**src/common/kbi_pkg.sv**
```systemverilog
package kbi_pkg;

  // ****************************************************************
  // Register map
  // ****************************************************************
  localparam logic [7:0] STAT_CTRL_ADDR = 8'h00;
  localparam logic [7:0] KEY_EN_ADDR = 8'h04;

  // ****************************************************************
  // Status and control fields
  // ****************************************************************
  localparam int EXT_MASK_POS = 0;
  localparam int EXT_MODE_POS = 1;
  localparam int EXT_ACK_POS = 2;
  localparam int EXT_PEND_POS = 3;
  localparam int KEY_MASK_POS = 4;
  localparam int KEY_MODE_POS = 5;
  localparam int KEY_ACK_POS = 6;
  localparam int KEY_PEND_POS = 7;

  // ****************************************************************
  // Reset values
  // ****************************************************************
  localparam logic [31:0] RDATA_RESET = 32'h0000_0000;
  localparam logic PIN_IDLE = 1'b1;
  localparam logic BIT_CLEAR = 1'b0;

endpackage : kbi_pkg

```
**src/logic/key_ext_irq_unit.sv**
```systemverilog
// The implementer's own choices: the address map and the APB register port.
`timescale 1ns/100ps
`default_nettype none
module key_ext_irq_unit
#(
  parameter int KEY_PINS = 6
)
(
  input wire logic clk,
  input wire logic rst_b,
  input wire logic psel,
  input wire logic penable,
  input wire logic pwrite,
  input wire logic [7:0] paddr,
  input wire logic [31:0] pwdata,
  output logic [31:0] prdata,
  output logic pready,
  output logic pslverr,
  input wire logic ext_irq_pin_b,
  input wire logic [KEY_PINS-1:0] key_pins,
  input wire logic vector_fetch,
  input wire logic break_state,
  input wire logic break_clear_enable,
  output logic ext_irq_req,
  output logic key_irq_req,
  output logic [KEY_PINS-1:0] key_pin_enables
);

  // ****************************************************************
  // Parameter check
  // ****************************************************************
  if (KEY_PINS < 1 || KEY_PINS > 32)
  begin : g_bad_pins
    $error("KEY_PINS must lie in 1 to 32");
  end

  // ****************************************************************
  // Declarations
  // ****************************************************************
  logic [1:0] ext_sync_q;
  logic ext_prev_q;
  logic [KEY_PINS-1:0] key_sync1_q;
  logic [KEY_PINS-1:0] key_sync2_q;
  logic key_low_prev_q;
  logic [2:0] settle_q;
  logic settled;
  logic ext_low;
  logic ext_fall;
  logic key_low;
  logic key_fall;
  logic ext_latch_q;
  logic ext_latch_d;
  logic ext_pend_q;
  logic ext_pend_d;
  logic key_latch_q;
  logic key_latch_d;
  logic key_pend_q;
  logic key_pend_d;
  logic ext_irq_mask_q;
  logic ext_trigger_sel_q;
  logic key_irq_mask_q;
  logic key_trigger_sel_q;
  logic [KEY_PINS-1:0] key_pin_enables_q;
  logic ext_req_q;
  logic key_req_q;
  logic [31:0] prdata_q;
  logic pready_q;
  logic pslverr_q;
  logic setup;
  logic wr_access;
  logic wr_stat;
  logic ack_allowed;
  logic ext_ack;
  logic key_ack;
  logic addr_ok;
  logic [31:0] rdata_mux;

  // Returns {ack pending, latch} for one source
  function automatic logic [1:0] latch_next(
    input logic latch,
    input logic pend,
    input logic fall,
    input logic low,
    input logic mode,
    input logic ack
  );
    logic set;
    logic hold;
    logic clr;
    logic nxt;
    set = fall | (mode & low);
    hold = mode & low;
    clr = (ack | pend) & !hold;
    nxt = set | (latch & !clr);
    latch_next = {!fall & hold & (ack | pend) & nxt, nxt};
  endfunction : latch_next

  // ****************************************************************
  // Pin synchronisers and edge detection
  // ****************************************************************
  always_ff @(posedge clk or negedge rst_b)
  begin
    if (!rst_b)
    begin
      ext_sync_q <= {2{kbi_pkg::PIN_IDLE}};
      ext_prev_q <= kbi_pkg::PIN_IDLE;
      key_sync1_q <= {KEY_PINS{kbi_pkg::PIN_IDLE}};
      key_sync2_q <= {KEY_PINS{kbi_pkg::PIN_IDLE}};
      key_low_prev_q <= kbi_pkg::BIT_CLEAR;
    end
    else
    begin
      ext_sync_q <= {ext_sync_q[0], ext_irq_pin_b};
      ext_prev_q <= ext_sync_q[1];
      key_sync1_q <= key_pins;
      key_sync2_q <= key_sync1_q;
      key_low_prev_q <= key_low;
    end
  end

  // External pin edges ignored until every sync stage holds a real pin sample; key edges are not gated
  always_ff @(posedge clk or negedge rst_b)
  begin
    if (!rst_b)
    begin
      settle_q <= '0;
    end
    else
    begin
      settle_q <= {settle_q[1:0], !kbi_pkg::BIT_CLEAR};
    end
  end

  assign settled = settle_q[2];
  assign ext_low = !ext_sync_q[1];
  assign ext_fall = ext_prev_q & ext_low & settled;
  // Only enabled pins take part in the combined level
  assign key_low = |(~key_sync2_q & key_pin_enables_q);
  assign key_fall = key_low & !key_low_prev_q;

  // ****************************************************************
  // Acknowledge decode
  // ****************************************************************
  assign setup = psel & !penable;
  assign wr_access = psel & penable & pwrite & pready_q;
  assign wr_stat = wr_access & (paddr == kbi_pkg::STAT_CTRL_ADDR);
  assign ack_allowed = !break_state | break_clear_enable;
  assign ext_ack = vector_fetch
    | (wr_stat & pwdata[kbi_pkg::EXT_ACK_POS] & ack_allowed);
  assign key_ack = vector_fetch
    | (wr_stat & pwdata[kbi_pkg::KEY_ACK_POS] & ack_allowed);

  // ****************************************************************
  // Interrupt latches
  // ****************************************************************
  always_comb
  begin
    {ext_pend_d, ext_latch_d} = latch_next(ext_latch_q, ext_pend_q, ext_fall, ext_low,
                                           ext_trigger_sel_q, ext_ack);
    {key_pend_d, key_latch_d} = latch_next(key_latch_q, key_pend_q, key_fall, key_low,
                                           key_trigger_sel_q, key_ack);
  end

  always_ff @(posedge clk or negedge rst_b)
  begin
    if (!rst_b)
    begin
      ext_latch_q <= kbi_pkg::BIT_CLEAR;
      ext_pend_q <= kbi_pkg::BIT_CLEAR;
      key_latch_q <= kbi_pkg::BIT_CLEAR;
      key_pend_q <= kbi_pkg::BIT_CLEAR;
    end
    else
    begin
      ext_latch_q <= ext_latch_d;
      ext_pend_q <= ext_pend_d;
      key_latch_q <= key_latch_d;
      key_pend_q <= key_pend_d;
    end
  end

  // ****************************************************************
  // Control register fields
  // ****************************************************************
  always_ff @(posedge clk or negedge rst_b)
  begin
    if (!rst_b)
    begin
      ext_irq_mask_q <= kbi_pkg::BIT_CLEAR;
      ext_trigger_sel_q <= kbi_pkg::BIT_CLEAR;
      key_irq_mask_q <= kbi_pkg::BIT_CLEAR;
      key_trigger_sel_q <= kbi_pkg::BIT_CLEAR;
      key_pin_enables_q <= '0;
    end
    else
    begin
      if (wr_stat)
      begin
        ext_irq_mask_q <= pwdata[kbi_pkg::EXT_MASK_POS];
        ext_trigger_sel_q <= pwdata[kbi_pkg::EXT_MODE_POS];
        key_irq_mask_q <= pwdata[kbi_pkg::KEY_MASK_POS];
        key_trigger_sel_q <= pwdata[kbi_pkg::KEY_MODE_POS];
      end
      if (wr_access && paddr == kbi_pkg::KEY_EN_ADDR)
      begin
        key_pin_enables_q <= pwdata[KEY_PINS-1:0];
      end
    end
  end

  // ****************************************************************
  // Requests to the CPU priority logic
  // ****************************************************************
  always_ff @(posedge clk or negedge rst_b)
  begin
    if (!rst_b)
    begin
      ext_req_q <= kbi_pkg::BIT_CLEAR;
      key_req_q <= kbi_pkg::BIT_CLEAR;
    end
    else
    begin
      ext_req_q <= ext_latch_q & !ext_irq_mask_q;
      key_req_q <= key_latch_q & !key_irq_mask_q;
    end
  end

  // ****************************************************************
  // APB slave
  // ****************************************************************
  assign addr_ok = (paddr == kbi_pkg::STAT_CTRL_ADDR) || (paddr == kbi_pkg::KEY_EN_ADDR);

  always_comb
  begin
    rdata_mux = kbi_pkg::RDATA_RESET;
    if (paddr == kbi_pkg::STAT_CTRL_ADDR)
    begin
      rdata_mux[kbi_pkg::EXT_MASK_POS] = ext_irq_mask_q;
      rdata_mux[kbi_pkg::EXT_MODE_POS] = ext_trigger_sel_q;
      rdata_mux[kbi_pkg::EXT_PEND_POS] = ext_latch_q;
      rdata_mux[kbi_pkg::KEY_MASK_POS] = key_irq_mask_q;
      rdata_mux[kbi_pkg::KEY_MODE_POS] = key_trigger_sel_q;
      rdata_mux[kbi_pkg::KEY_PEND_POS] = key_latch_q;
    end
    else if (paddr == kbi_pkg::KEY_EN_ADDR)
    begin
      rdata_mux[KEY_PINS-1:0] = key_pin_enables_q;
    end
  end

  // Answer in the first access cycle; read data caught at setup
  always_ff @(posedge clk or negedge rst_b)
  begin
    if (!rst_b)
    begin
      pready_q <= kbi_pkg::BIT_CLEAR;
      pslverr_q <= kbi_pkg::BIT_CLEAR;
      prdata_q <= kbi_pkg::RDATA_RESET;
    end
    else
    begin
      pready_q <= setup;
      pslverr_q <= setup & !addr_ok;
      if (setup && !pwrite)
      begin
        prdata_q <= rdata_mux;
      end
    end
  end

  assign prdata = prdata_q;
  assign pready = pready_q;
  assign pslverr = pslverr_q;
  assign ext_irq_req = ext_req_q;
  assign key_irq_req = key_req_q;
  assign key_pin_enables = key_pin_enables_q;

  // ****************************************************************
  // Assertions
  // ****************************************************************
  property p_ext_edge_sets;
    @(posedge clk) disable iff (!rst_b)
    $fell(ext_sync_q[1]) && settled |=> ext_latch_q;
  endproperty
  a_ext_edge_sets: assert property (p_ext_edge_sets) else $error("ext edge not latched");

  property p_fetch_clears_edge;
    @(posedge clk) disable iff (!rst_b)
    vector_fetch && !ext_trigger_sel_q && !key_trigger_sel_q && !ext_fall && !key_fall
      |=> !ext_latch_q && !key_latch_q;
  endproperty
  a_fetch_clears_edge: assert property (p_fetch_clears_edge)
    else $error("fetch left latch");

  property p_ext_ack_clears;
    @(posedge clk) disable iff (!rst_b)
    wr_stat && pwdata[kbi_pkg::EXT_ACK_POS] && !break_state && !ext_trigger_sel_q && !ext_fall
      |=> !ext_latch_q;
  endproperty
  a_ext_ack_clears: assert property (p_ext_ack_clears) else $error("ext ack failed");

  property p_key_ack_clears;
    @(posedge clk) disable iff (!rst_b)
    wr_stat && pwdata[kbi_pkg::KEY_ACK_POS] && !break_state && !key_trigger_sel_q && !key_fall
      |=> !key_latch_q;
  endproperty
  a_key_ack_clears: assert property (p_key_ack_clears) else $error("key ack failed");

  property p_ext_level_holds;
    @(posedge clk) disable iff (!rst_b)
    ext_trigger_sel_q && ext_low |=> ext_latch_q;
  endproperty
  a_ext_level_holds: assert property (p_ext_level_holds)
    else $error("level latch dropped");

  property p_key_level_holds;
    @(posedge clk) disable iff (!rst_b)
    key_trigger_sel_q && key_low |=> key_latch_q;
  endproperty
  a_key_level_holds: assert property (p_key_level_holds)
    else $error("key level dropped");

  property p_mask_gates;
    @(posedge clk) disable iff (!rst_b)
    ##1 ext_req_q == ($past(ext_latch_q) && !$past(ext_irq_mask_q));
  endproperty
  a_mask_gates: assert property (p_mask_gates) else $error("mask gating wrong");

  property p_break_protect;
    @(posedge clk) disable iff (!rst_b)
    break_state && !break_clear_enable && !vector_fetch && ext_latch_q |=> ext_latch_q;
  endproperty
  a_break_protect: assert property (p_break_protect)
    else $error("latch cleared in break");

  property p_pend_read;
    @(posedge clk) disable iff (!rst_b)
    setup && !pwrite && paddr == kbi_pkg::STAT_CTRL_ADDR
      |=> prdata[kbi_pkg::EXT_PEND_POS] == $past(ext_latch_q)
          && !prdata[kbi_pkg::EXT_ACK_POS] && !prdata[kbi_pkg::KEY_ACK_POS];
  endproperty
  a_pend_read: assert property (p_pend_read) else $error("status read wrong");

  property p_key_pend_read;
    @(posedge clk) disable iff (!rst_b)
    setup && !pwrite && paddr == kbi_pkg::STAT_CTRL_ADDR
      |=> prdata[kbi_pkg::KEY_PEND_POS] == $past(key_latch_q);
  endproperty
  a_key_pend_read: assert property (p_key_pend_read)
    else $error("key pending read wrong");

  property p_ext_level_clears;
    @(posedge clk) disable iff (!rst_b)
    ext_trigger_sel_q && ext_pend_q && !ext_low |=> !ext_latch_q;
  endproperty
  a_ext_level_clears: assert property (p_ext_level_clears)
    else $error("level ack not applied");

  property p_key_edge_sets;
    @(posedge clk) disable iff (!rst_b)
    key_fall |=> key_latch_q;
  endproperty
  a_key_edge_sets: assert property (p_key_edge_sets)
    else $error("key edge not latched");

  property p_key_stays_clear;
    @(posedge clk) disable iff (!rst_b)
    !key_trigger_sel_q && !key_fall && !key_latch_q |=> !key_latch_q;
  endproperty
  a_key_stays_clear: assert property (p_key_stays_clear)
    else $error("key latch set without edge");

  property p_no_false_edge;
    @(posedge clk) disable iff (!rst_b)
    !settled && !ext_trigger_sel_q |=> !ext_latch_q;
  endproperty
  a_no_false_edge: assert property (p_no_false_edge)
    else $error("request after reset");

endmodule : key_ext_irq_unit
`default_nettype wire

```
**config.mk**
```make
export PLATFORM = sky130hd
export DESIGN_NAME = key_ext_irq_unit
export DESIGN_NICKNAME = d
export VERILOG_FILES = /design/src/common/kbi_pkg.sv /design/src/logic/key_ext_irq_unit.sv
export SDC_FILE = /design/constraint.sdc
export NUM_CORES = 1
export LEC_CHECK = 0
export BUFFER_PORTS_ARGS = -buffer_cell sky130_fd_sc_hd__buf_4
export CAP_MARGIN = 0
export CORE_UTILIZATION = 44
export DETAILED_ROUTE_END_ITERATION = 12
export PLACE_DENSITY_LB_ADDON = 0.2
export SLEW_MARGIN = 20
export SYNTH_ARGS = -nofsm -noshare
export SYNTH_HDL_FRONTEND = slang
export SYNTH_SLANG_ARGS = --single-unit
```
**constraint.sdc**
```tcl
create_clock -name clk -period 2.1 [get_ports clk]
set_clock_uncertainty 0.05 [all_clocks]
set_input_delay 0.42 -clock clk [delete_from_list [all_inputs] [get_ports clk]]
set_output_delay 0.42 -clock clk [all_outputs]
set_load 0.02 [all_outputs]
```
==> metrics, run 1 <==
Leakage 0.00112 µW; die width 66.4 µm; # Post-CTS Setup Buffers 0; ys flop type dfrtp_1; largest net degree at the start of global routing 45; WP data arrival 2.08 ns; WS Path Type input port to flip-flop; warnings from Yosys 0; Post-CTS Hold Fix Bufs 0; Final setup viols 0; sequential share of the synthesized area 0.613; Worst Tran Pin Value 0.530 ns; final worst path period share 0.930; initial core utilization 0.456; gr ovfl total 0; Place WS -0.170 ns; Final Max Slew Viols 0; fin cells 248; Fin. Hold Viols 0; RePlAce Congestion 0.748; antenna violations before repair 0; Layout area overhead 22.3%; Port Buffer Count 46; Total Routed Length 3160 µm; DRT Pass-1 Iters 4; IO Pins 97; clock buffers created by TritonCTS 5; Synth cell types 28; Rows 23; die height 66.4 µm; Syn Area/Cell 12.6 µm²; Post-DP HPWL 2370 µm; Slew Limit Headroom 0.647; total track usage 0.166; critical path peak fanout 6; # fillers 349; Post-synth EDFFs 0; Longest Clk Path Bufs 2; Synth Instances 145; FMAX 0.512 GHz; Synth top area share 0.398; max_cap viols 0; area leader, netlist dfrtp_1; FF-to-FF setup slack 0.49 ns; Clk pin slew, worst setup/hold paths 0.07 ns; first-pass GRT wire length 5070 µm; VDD IR max 0.000589 V; DR vias 1121; status finished, final reports clean; fin nets 252; most frequent cells after synthesis 29 x dfrtp_1, 25 x buf_4, 18 x nand2_1; Core ar. 4000 µm²; WL/cell 12.7 µm; Cell Pwr Density 698 nW/µm²; DIE AREA 4410 µm²; Detail Route Antenna Nets 0; WP data required 2.22 ns; vias in the first global route 1058; Worst Hold Class input port to async pin; PostCTS Resize Cnt 0; CTS Sinks 44; ys async rst share 1.00; Root Driver clkbuf_8; setup ws final 0.146 ns; CP endpoint kind flip-flop; htree depth 2; setup_tns 0 ns; Startpoint Class input port; synth top area cells dfrtp_1 40%, dfstp_2 22%, buf_4 10%; Mapped Area 1830 µm²; dpl cells 240; hold_ws 0.0597 ns; Detailed Route Iter0 Violations 48; DR vias/cell 4.52; n_diodes 0; top-count cell post-synth dfrtp_1; Total Power 1560 µW; Skew-Pair Late Insertion Delay 0.29 ns; ratio of cells with drive above 1 in the final layout 0.419; DRC Markers 0; #FFs+latches synth 44; CTS tree built; RSZ-0062 raised after global routing false; min Tclk post-route 1.95 ns
[sequential cells by signal, summed over array words and instances, names as in the netlist, 2 cells and up]
signal           cells
prdata               7
key_pin_enables      6
key_sync1_q          6
key_sync2_q          6
settle_q             3
ext_sync_q           2
[power breakdown]
part	switching, µW	leakage [µW]	internal, µW
Combinational	87.6	0.000535	55.3
Clock	253	0.0000455	268
Sequential	10.5	0.000542	885
[path summary, 6_finish.rpt]
path,start,to,depth (start not counted)
max reg2reg,pready,key_pin_enables[1],3
min,rst_b,prdata[0],1
max,paddr[0],key_pin_enables[1],4
min reg2reg,settle_q[0],settle_q[1],0
min in group clk,ext_irq_pin_b,ext_sync_q[0],1
max in group asynchronous,rst_b,key_sync2_q[0],1
[final cells by class]
| cell class | count | area [µm²] | area share |
|---|---|---|---|
| Inverter | 8 | 30.0 | 0.0134 |
| Tap cell | 50 | 62.6 | 0.0280 |
| Timing Repair Buffer | 50 | 375 | 0.168 |
| Clock buffer | 8 | 90.1 | 0.0403 |
| Sequential cell | 44 | 1120 | 0.501 |
| Multi-Input combinational cell | 88 | 556 | 0.249 |
[routing by layer]
metal  vias to the layer above  part of all wire  routed length (µm)  track usage
li1                        532                 -                   -            -
met1                       524              0.43                1360        0.205
met2                        59              0.47                1500        0.269
met3                         6             0.082                 258       0.0603
met4                         0             0.013                  42       0.0559
met5                         -                 0                   0            0
[stage by stage]
| stage | utilization | cell area, µm² |
|---|---|---|
| floorplan | - | 1920 |
| global placement | 0.536 | 2140 |
| detailed placement | 0.536 | 2140 |
| CTS | 0.558 | 2230 |
| global route | 0.558 | 2230 |
| finish | 0.558 | 2230 |
[worst max-delay path, cell delays in order]
cell	delay, ns
buf_4	0.11
or4_4	0.57
or4_4	0.64
mux2_4	0.34
[logic make-up after synthesis]
logic type             Yosys count  share of synthesized area
AO/OA/AOI/OAI                   18                     0.0679
buffers and inverters           37                      0.132
flip-flops                      44                      0.613
multiplexers                    11                     0.0768
other                            2                    0.00411
AND/OR/NAND/NOR                 33                      0.106
[layout by cell type, fill, tap and decap left out, types with 3 or more instances in the layout]
master	netlist	routed
nand2_1	18	18
buf_4	25	50
mux2_4	6	6
dfrtp_1	29	29
conb_1	2	26
dfstp_2	15	15
o21ai_0	7	7
nand2b_1	3	3
inv_1	8	8
o22ai_1	3	3
clkbuf_8	0	6
nor2b_1	3	3
mux2i_1	5	5
Note: power is estimated with default switching activity, not from simulation.
==> inputs of run 2 (changes only) <==
Settings changed: GPL_TIMING_DRIVEN from default to 0.
==> run 2 against run 1 <==
  * Clock power rose by 18%
  * Worst setup slack got worse by 0.013 ns
  * Sequential cell count did not move
  * Sequential power barely moved
  * Sequential share of layout area fell by 3.9 points
  * Worst hold slack got worse by 0.0099 ns
  * Final cell count rose by 9.7%
  * Non-clock buffer count rose by 24
  * Power rose by 8.2%
  * Largest power group unchanged
  * Cell area rose by 8.5%
==> metrics, run 2 (same netlist as run 1, synthesis figures left out) <==
final worst path period share 0.936 (+0.00601); vias in the first global route 1159 (+9.5%); critical path peak fanout 6 (unchanged); Worst Tran Pin Value 0.539 ns (+0.00914 ns); Worst Hold Class input port to async pin; Place WS -0.200 ns (-0.0297 ns); Post-CTS Hold Fix Bufs 0 (unchanged); total track usage 0.162 (-0.00382); DIE AREA 4410 µm² (unchanged); grt met1 use 0.176 (-0.0288); Longest Clk Path Bufs 2 (unchanged); Core ar. 4000 µm² (unchanged); Final Cell Area 2420 µm² (+8.5%); CTS tree built; antenna violations before repair 0 (unchanged); Comb pwr share 0.103 (+0.011); met3 GRT Util 0.0569 (-0.00345); WS Path Type input port to flip-flop; WL/cell 11.8 µm (-7.2%); setup ws final 0.134 ns (-0.0126 ns); initial core utilization 0.456 (unchanged); Startpoint Class input port; WP data arrival 2.09 ns (about the same); Flop pwr share 0.531 (-0.043); fin nets 276 (+9.5%); max reg flops 7 (unchanged); CP endpoint kind flip-flop; hold_ws 0.0497 ns (-0.00992 ns); Final Max Slew Viols 0 (unchanged); DR vias 1198 (+6.9%); Sw Ratio 0.218 (-0.00742); register area 1120 µm² (unchanged); dpl cell area 2320 µm² (+8.1%); RePlAce Congestion 0.748 (about the same); most frequent cells in the layout 70 x buf_4, 29 x dfrtp_1, 26 x conb_1; most common cell after layout, fill and taps aside buf_4; die width 66.4 µm (unchanged); first-pass GRT wire length 5100 µm (+0.55%); Fin. Hold Viols 0 (unchanged); Rows 23 (unchanged); ratio of cells with drive above 1 in the final layout 0.473 (+0.0538); Skew-Pair Late Insertion Delay 0.29 ns (about the same); Post-DP HPWL 2490 µm (+5.4%); DRC Markers 0 (unchanged); largest net degree at the start of global routing 45 (unchanged); max_cap viols 0 (unchanged); clock power share 0.366 (+0.032); PostCTS Resize Cnt 0 (unchanged); die height 66.4 µm (unchanged); # Post-CTS Setup Buffers 0 (unchanged); DRT Pass-1 Iters 4 (unchanged); CTS Sinks 44 (unchanged); Top Usage Layer GRT met2; area of the multi-input gates 556 µm² (unchanged); Internal 1320 µW (+9.2%); Total Routed Length 3210 µm (+1.7%); # fillers 343 (-1.7%); min Tclk post-route 1.97 ns (+0.0126 ns); Leakage 0.00125 µW (+12%); gr ovfl total 0 (unchanged); DR vias/cell 4.40 (-2.6%); clock buffers created by TritonCTS 5 (unchanged); Final setup viols 0 (unchanged); Port Buffer Count 45 (-2.2%); Cell Pwr Density 696 nW/µm² (-0.28%); Psw 367 µW (+4.6%); IO Pins 97 (unchanged); RSZ-0062 raised after global routing false; Layout area overhead 32.8%; Clk pin slew, worst setup/hold paths 0.08 ns (about the same); status finished, final reports clean; WP data required 2.23 ns (about the same); n_diodes 0 (unchanged); Root Driver clkbuf_8; Detail Route Antenna Nets 0 (unchanged); htree depth 2 (unchanged); Slew Limit Headroom 0.641 (-0.00609); Detailed Route Iter0 Violations 31 (-35%); FMAX 0.509 GHz (-0.64%); VDD IR max 0.000464 V (-21%); GR Layer Usage met2 0.291 (+0.0217)
## run 2: cell count changes in the layout (fill, tap and decap cells not counted)
| cell | delta |
|---|---|
| buf_4 | +20 |
| buf_6 | +1 |
| bufinv_16 | +1 |
| clkbuf_1 | +2 |
| clkbuf_8 | -1 |
| clkinv_2 | +1 |
## run 2: final timing paths
| kind | start | endpoint | slack, ns | cells after the start |
|---|---|---|---|---|
| hold reg to reg | settle_q[0] | settle_q[1] | 0.30 | 0 |
| min in group clk | key_pins[0] | key_sync1_q[0] | 0.18 | 1 |
| setup / recovery | paddr[0] | key_pin_enables[4] | 0.13 | 5 |
| setup reg to reg | pready | key_pin_enables[4] | 0.45 | 4 |
| hold / removal | rst_b | prdata[1] | 0.05 | 1 |
| max in group asynchronous | rst_b | ext_sync_q[1] | 1.56 | 1 |
## run 2: area by class of cell
cell class	instances	share of cell area
buffer	29	0.0867
clock buffer	6	0.0299
clock inverter	2	0.0145
inverter	8	0.0124
multi-input combinational	88	0.229
sequential	44	0.462
tap	50	0.0258
timing repair buffer	45	0.139
## run 2: power groups by stage
stage	logic [µW]	clock network [µW]	registers, µW
6_report	174	617	896
5_1_grt	191	678	898
4_1_cts	174	636	896
3_5_place_dp	174	0	912
3_3_place_gp	172	0	909
2_1_floorplan	98.8	0	914
## run 2: worst max-delay path: stages
cell and delay, ns:
buf_4 0.11, or4_4 0.57, or4_4 0.53, buf_6 0.16
mux2_4 0.30
## run 2: per-stage QoR
| step | setup TNS [ns] | util | total power (µW) | cells |
|---|---|---|---|---|
| floorplan | -0.0396 | - | 1010 | 169 |
| global placement | -1.47 | 0.579 | 1080 | 264 |
| detailed placement | -1.59 | 0.579 | 1090 | 264 |
| CTS | 0 | 0.606 | 1710 | 272 |
| global route | 0 | 0.606 | 1770 | 272 |
| finish | 0 | 0.606 | 1690 | 272 |
## run 2: metal layers
metal,part of all wire,routed length [µm]
met1,0.40,1290
met2,0.51,1630
met3,0.086,276
met4,0.0044,14
met5,0,0
==> inputs of run 3 (changes only) <==
Settings changed: CELL_PAD_IN_SITES_DETAIL_PLACEMENT from default to 1, CELL_PAD_IN_SITES_GLOBAL_PLACEMENT from default to 2, CORE_UTILIZATION 44 to 26.
==> run 3 against run 2 <==
  * Combinational power grew 2%
  * Maximum frequency is 0.37% lower
  * Highest routed layer unchanged
  * Sequential power barely moved
  * Non-clock buffer count is the same
  * Routed wire length is 19% higher
  * Count of clock-buffer cells in the layout is 2 higher
  * Sequential share of layout area fell by 0.96 points
  * Clock power decreased by 5.5%
==> metrics, run 3 (same netlist as run 1, synthesis figures left out) <==
VDD IR max 0.000348 V (-25%); critical path's slowest cell or4_4; most common cell after layout, fill and taps aside buf_4; Internal 1270 µW (-3.4%); Worst Tran Pin Value 0.592 ns (+0.0529 ns); DR vias 1214 (+1.3%); Total Routed Length 3810 µm (+19%); WP data required 2.22 ns (about the same); Clk pin slew, worst setup/hold paths 0.08 ns (about the same); Comb pwr share 0.107 (+0.004); vias in the first global route 1262 (+8.9%); initial core utilization 0.269 (-0.188); area of the multi-input gates 556 µm² (unchanged); max_cap viols 0 (unchanged); Root Driver clkbuf_8; RePlAce Congestion 0.651 (-13%); Rows 30 (+30%); # Post-CTS Setup Buffers 0 (unchanged); status finished, final reports clean; total track usage 0.113 (-0.0493); hold_ws 0.0594 ns (+0.00966 ns); Longest Clk Path Bufs 2 (unchanged); die height 85.8 µm (+29%); CTS tree built; first-pass GRT wire length 6210 µm (+22%); fin nets 276 (unchanged); Core ar. 6790 µm² (+70%); Sw Ratio 0.230 (+0.0124); crit-path max cell delay 0.58 ns (about the same); die width 85.8 µm (+29%); DRC Markers 0 (unchanged); Util after Layout 0.364 (-0.242); DIE AREA 7360 µm² (+67%); Fin. Hold Viols 0 (unchanged); RSZ-0062 raised after global routing false; gr ovfl total 0 (unchanged); largest net degree at the start of global routing 45 (unchanged); Post-DP HPWL 2870 µm (+15%); Final setup viols 0 (unchanged); Detailed Route Iter0 Violations 49 (+58%); Startpoint Class input port; DR vias/cell 3.82 (-13%); # fillers 779 (+130%); WL/cell 12.0 µm (+1.5%); Psw 381 µW (+3.8%); FMAX 0.507 GHz (-0.37%); final worst path period share 0.940 (+0.00349); Port Buffer Count 45 (unchanged); Post-CTS Hold Fix Bufs 0 (unchanged); r2r startpoint pready; Final Max Slew Viols 0 (unchanged); CP endpoint kind flip-flop; Slew Limit Headroom 0.605 (-0.0353); Cell Pwr Density 669 nW/µm² (-3.9%); PostCTS Resize Cnt 0 (unchanged); WS Path Type input port to flip-flop; Detail Route Antenna Nets 0 (unchanged); CTS Sinks 44 (unchanged); antenna violations before repair 0 (unchanged); n_diodes 0 (unchanged); Skew-Pair Late Insertion Delay 0.29 ns (about the same); WP data arrival 2.09 ns (about the same); critical path startpoint paddr[0]; htree depth 2 (unchanged); most frequent CP cell or4_4; max reg flops 7 (unchanged); critical path peak fanout 6 (unchanged); DRT Pass-1 Iters 4 (unchanged); Layout area overhead 35.6%; Worst Hold Class input port to async pin; crit-path cells buf_4 -> or4_4 -> or4_4 -> buf_6 -> mux2_4; register area 1120 µm² (unchanged); IO Pins 97 (unchanged); ratio of cells with drive above 1 in the final layout 0.468 (-0.00450); min Tclk post-route 1.97 ns (+0.00732 ns); Leakage 0.00125 µW (-0.36%); Flop pwr share 0.541 (+0.010); most frequent cells in the layout 70 x buf_4, 29 x dfrtp_1, 26 x conb_1; clock buffers created by TritonCTS 5 (unchanged); clock power share 0.352 (-0.014)
==> run 3: worst max-delay path: cells and delay by family <==
family	cells	cell delay, ns
buffers and inverters	2	0.27
muxes	1	0.29
and+or+nand+nor	2	1.11
==> run 3: metrics by stage <==
step	cells	instance area, µm²	power [µW]	setup TNS (ns)	setup WS, ns
2_1_floorplan	169	1920	1010	-0.0396	-0.00660
3_3_place_gp	310	2370	1090	-1.87	-0.288
3_5_place_dp	310	2370	1090	-2.01	-0.291
4_1_cts	318	2470	1680	0	0.0260
5_1_grt	318	2470	1730	0	0.0679
6_report	318	2470	1660	0	0.126
==> run 3: cell type report <==
| type | count | area share |
|---|---|---|
| inverters | 8 | 0.0121 |
| multi-input cells | 88 | 0.224 |
| repair buffers | 45 | 0.137 |
| well taps | 96 | 0.0485 |
| flip-flops and latches | 44 | 0.452 |
| plain buffers | 29 | 0.0849 |
| clock buffers | 8 | 0.0410 |
==> run 3: routing by layer <==
layer | track usage | vias to the layer above | wire length (µm)
li1 | - | 581 | -
met1 | 0.149 | 578 | 1850
met2 | 0.178 | 50 | 1680
met3 | 0.0327 | 5 | 241
met4 | 0.0409 | 0 | 42
met5 | 0 | - | 0
==> run 3: final timing paths <==
path / endpoint / slack [ns] / cells past startpoint
max in group asynchronous: key_sync2_q[5] / 1.54 / 1
min in group clk: ext_sync_q[0] / 0.17 / 1
max reg2reg: ext_pend_q / 0.26 / 4
max: key_pin_enables[2] / 0.13 / 5
min reg2reg: settle_q[1] / 0.30 / 0
min: prdata[7] / 0.06 / 1
==> run 3: power groups by stage <==
stage | Clock, µW | Sequential [µW] | Combinational, µW
after floorplan | 0 | 914 | 98.8
after global placement | 0 | 910 | 178
after detailed placement | 0 | 911 | 179
after global routing | 639 | 898 | 195
final | 583 | 895 | 178
after CTS | 607 | 896 | 179
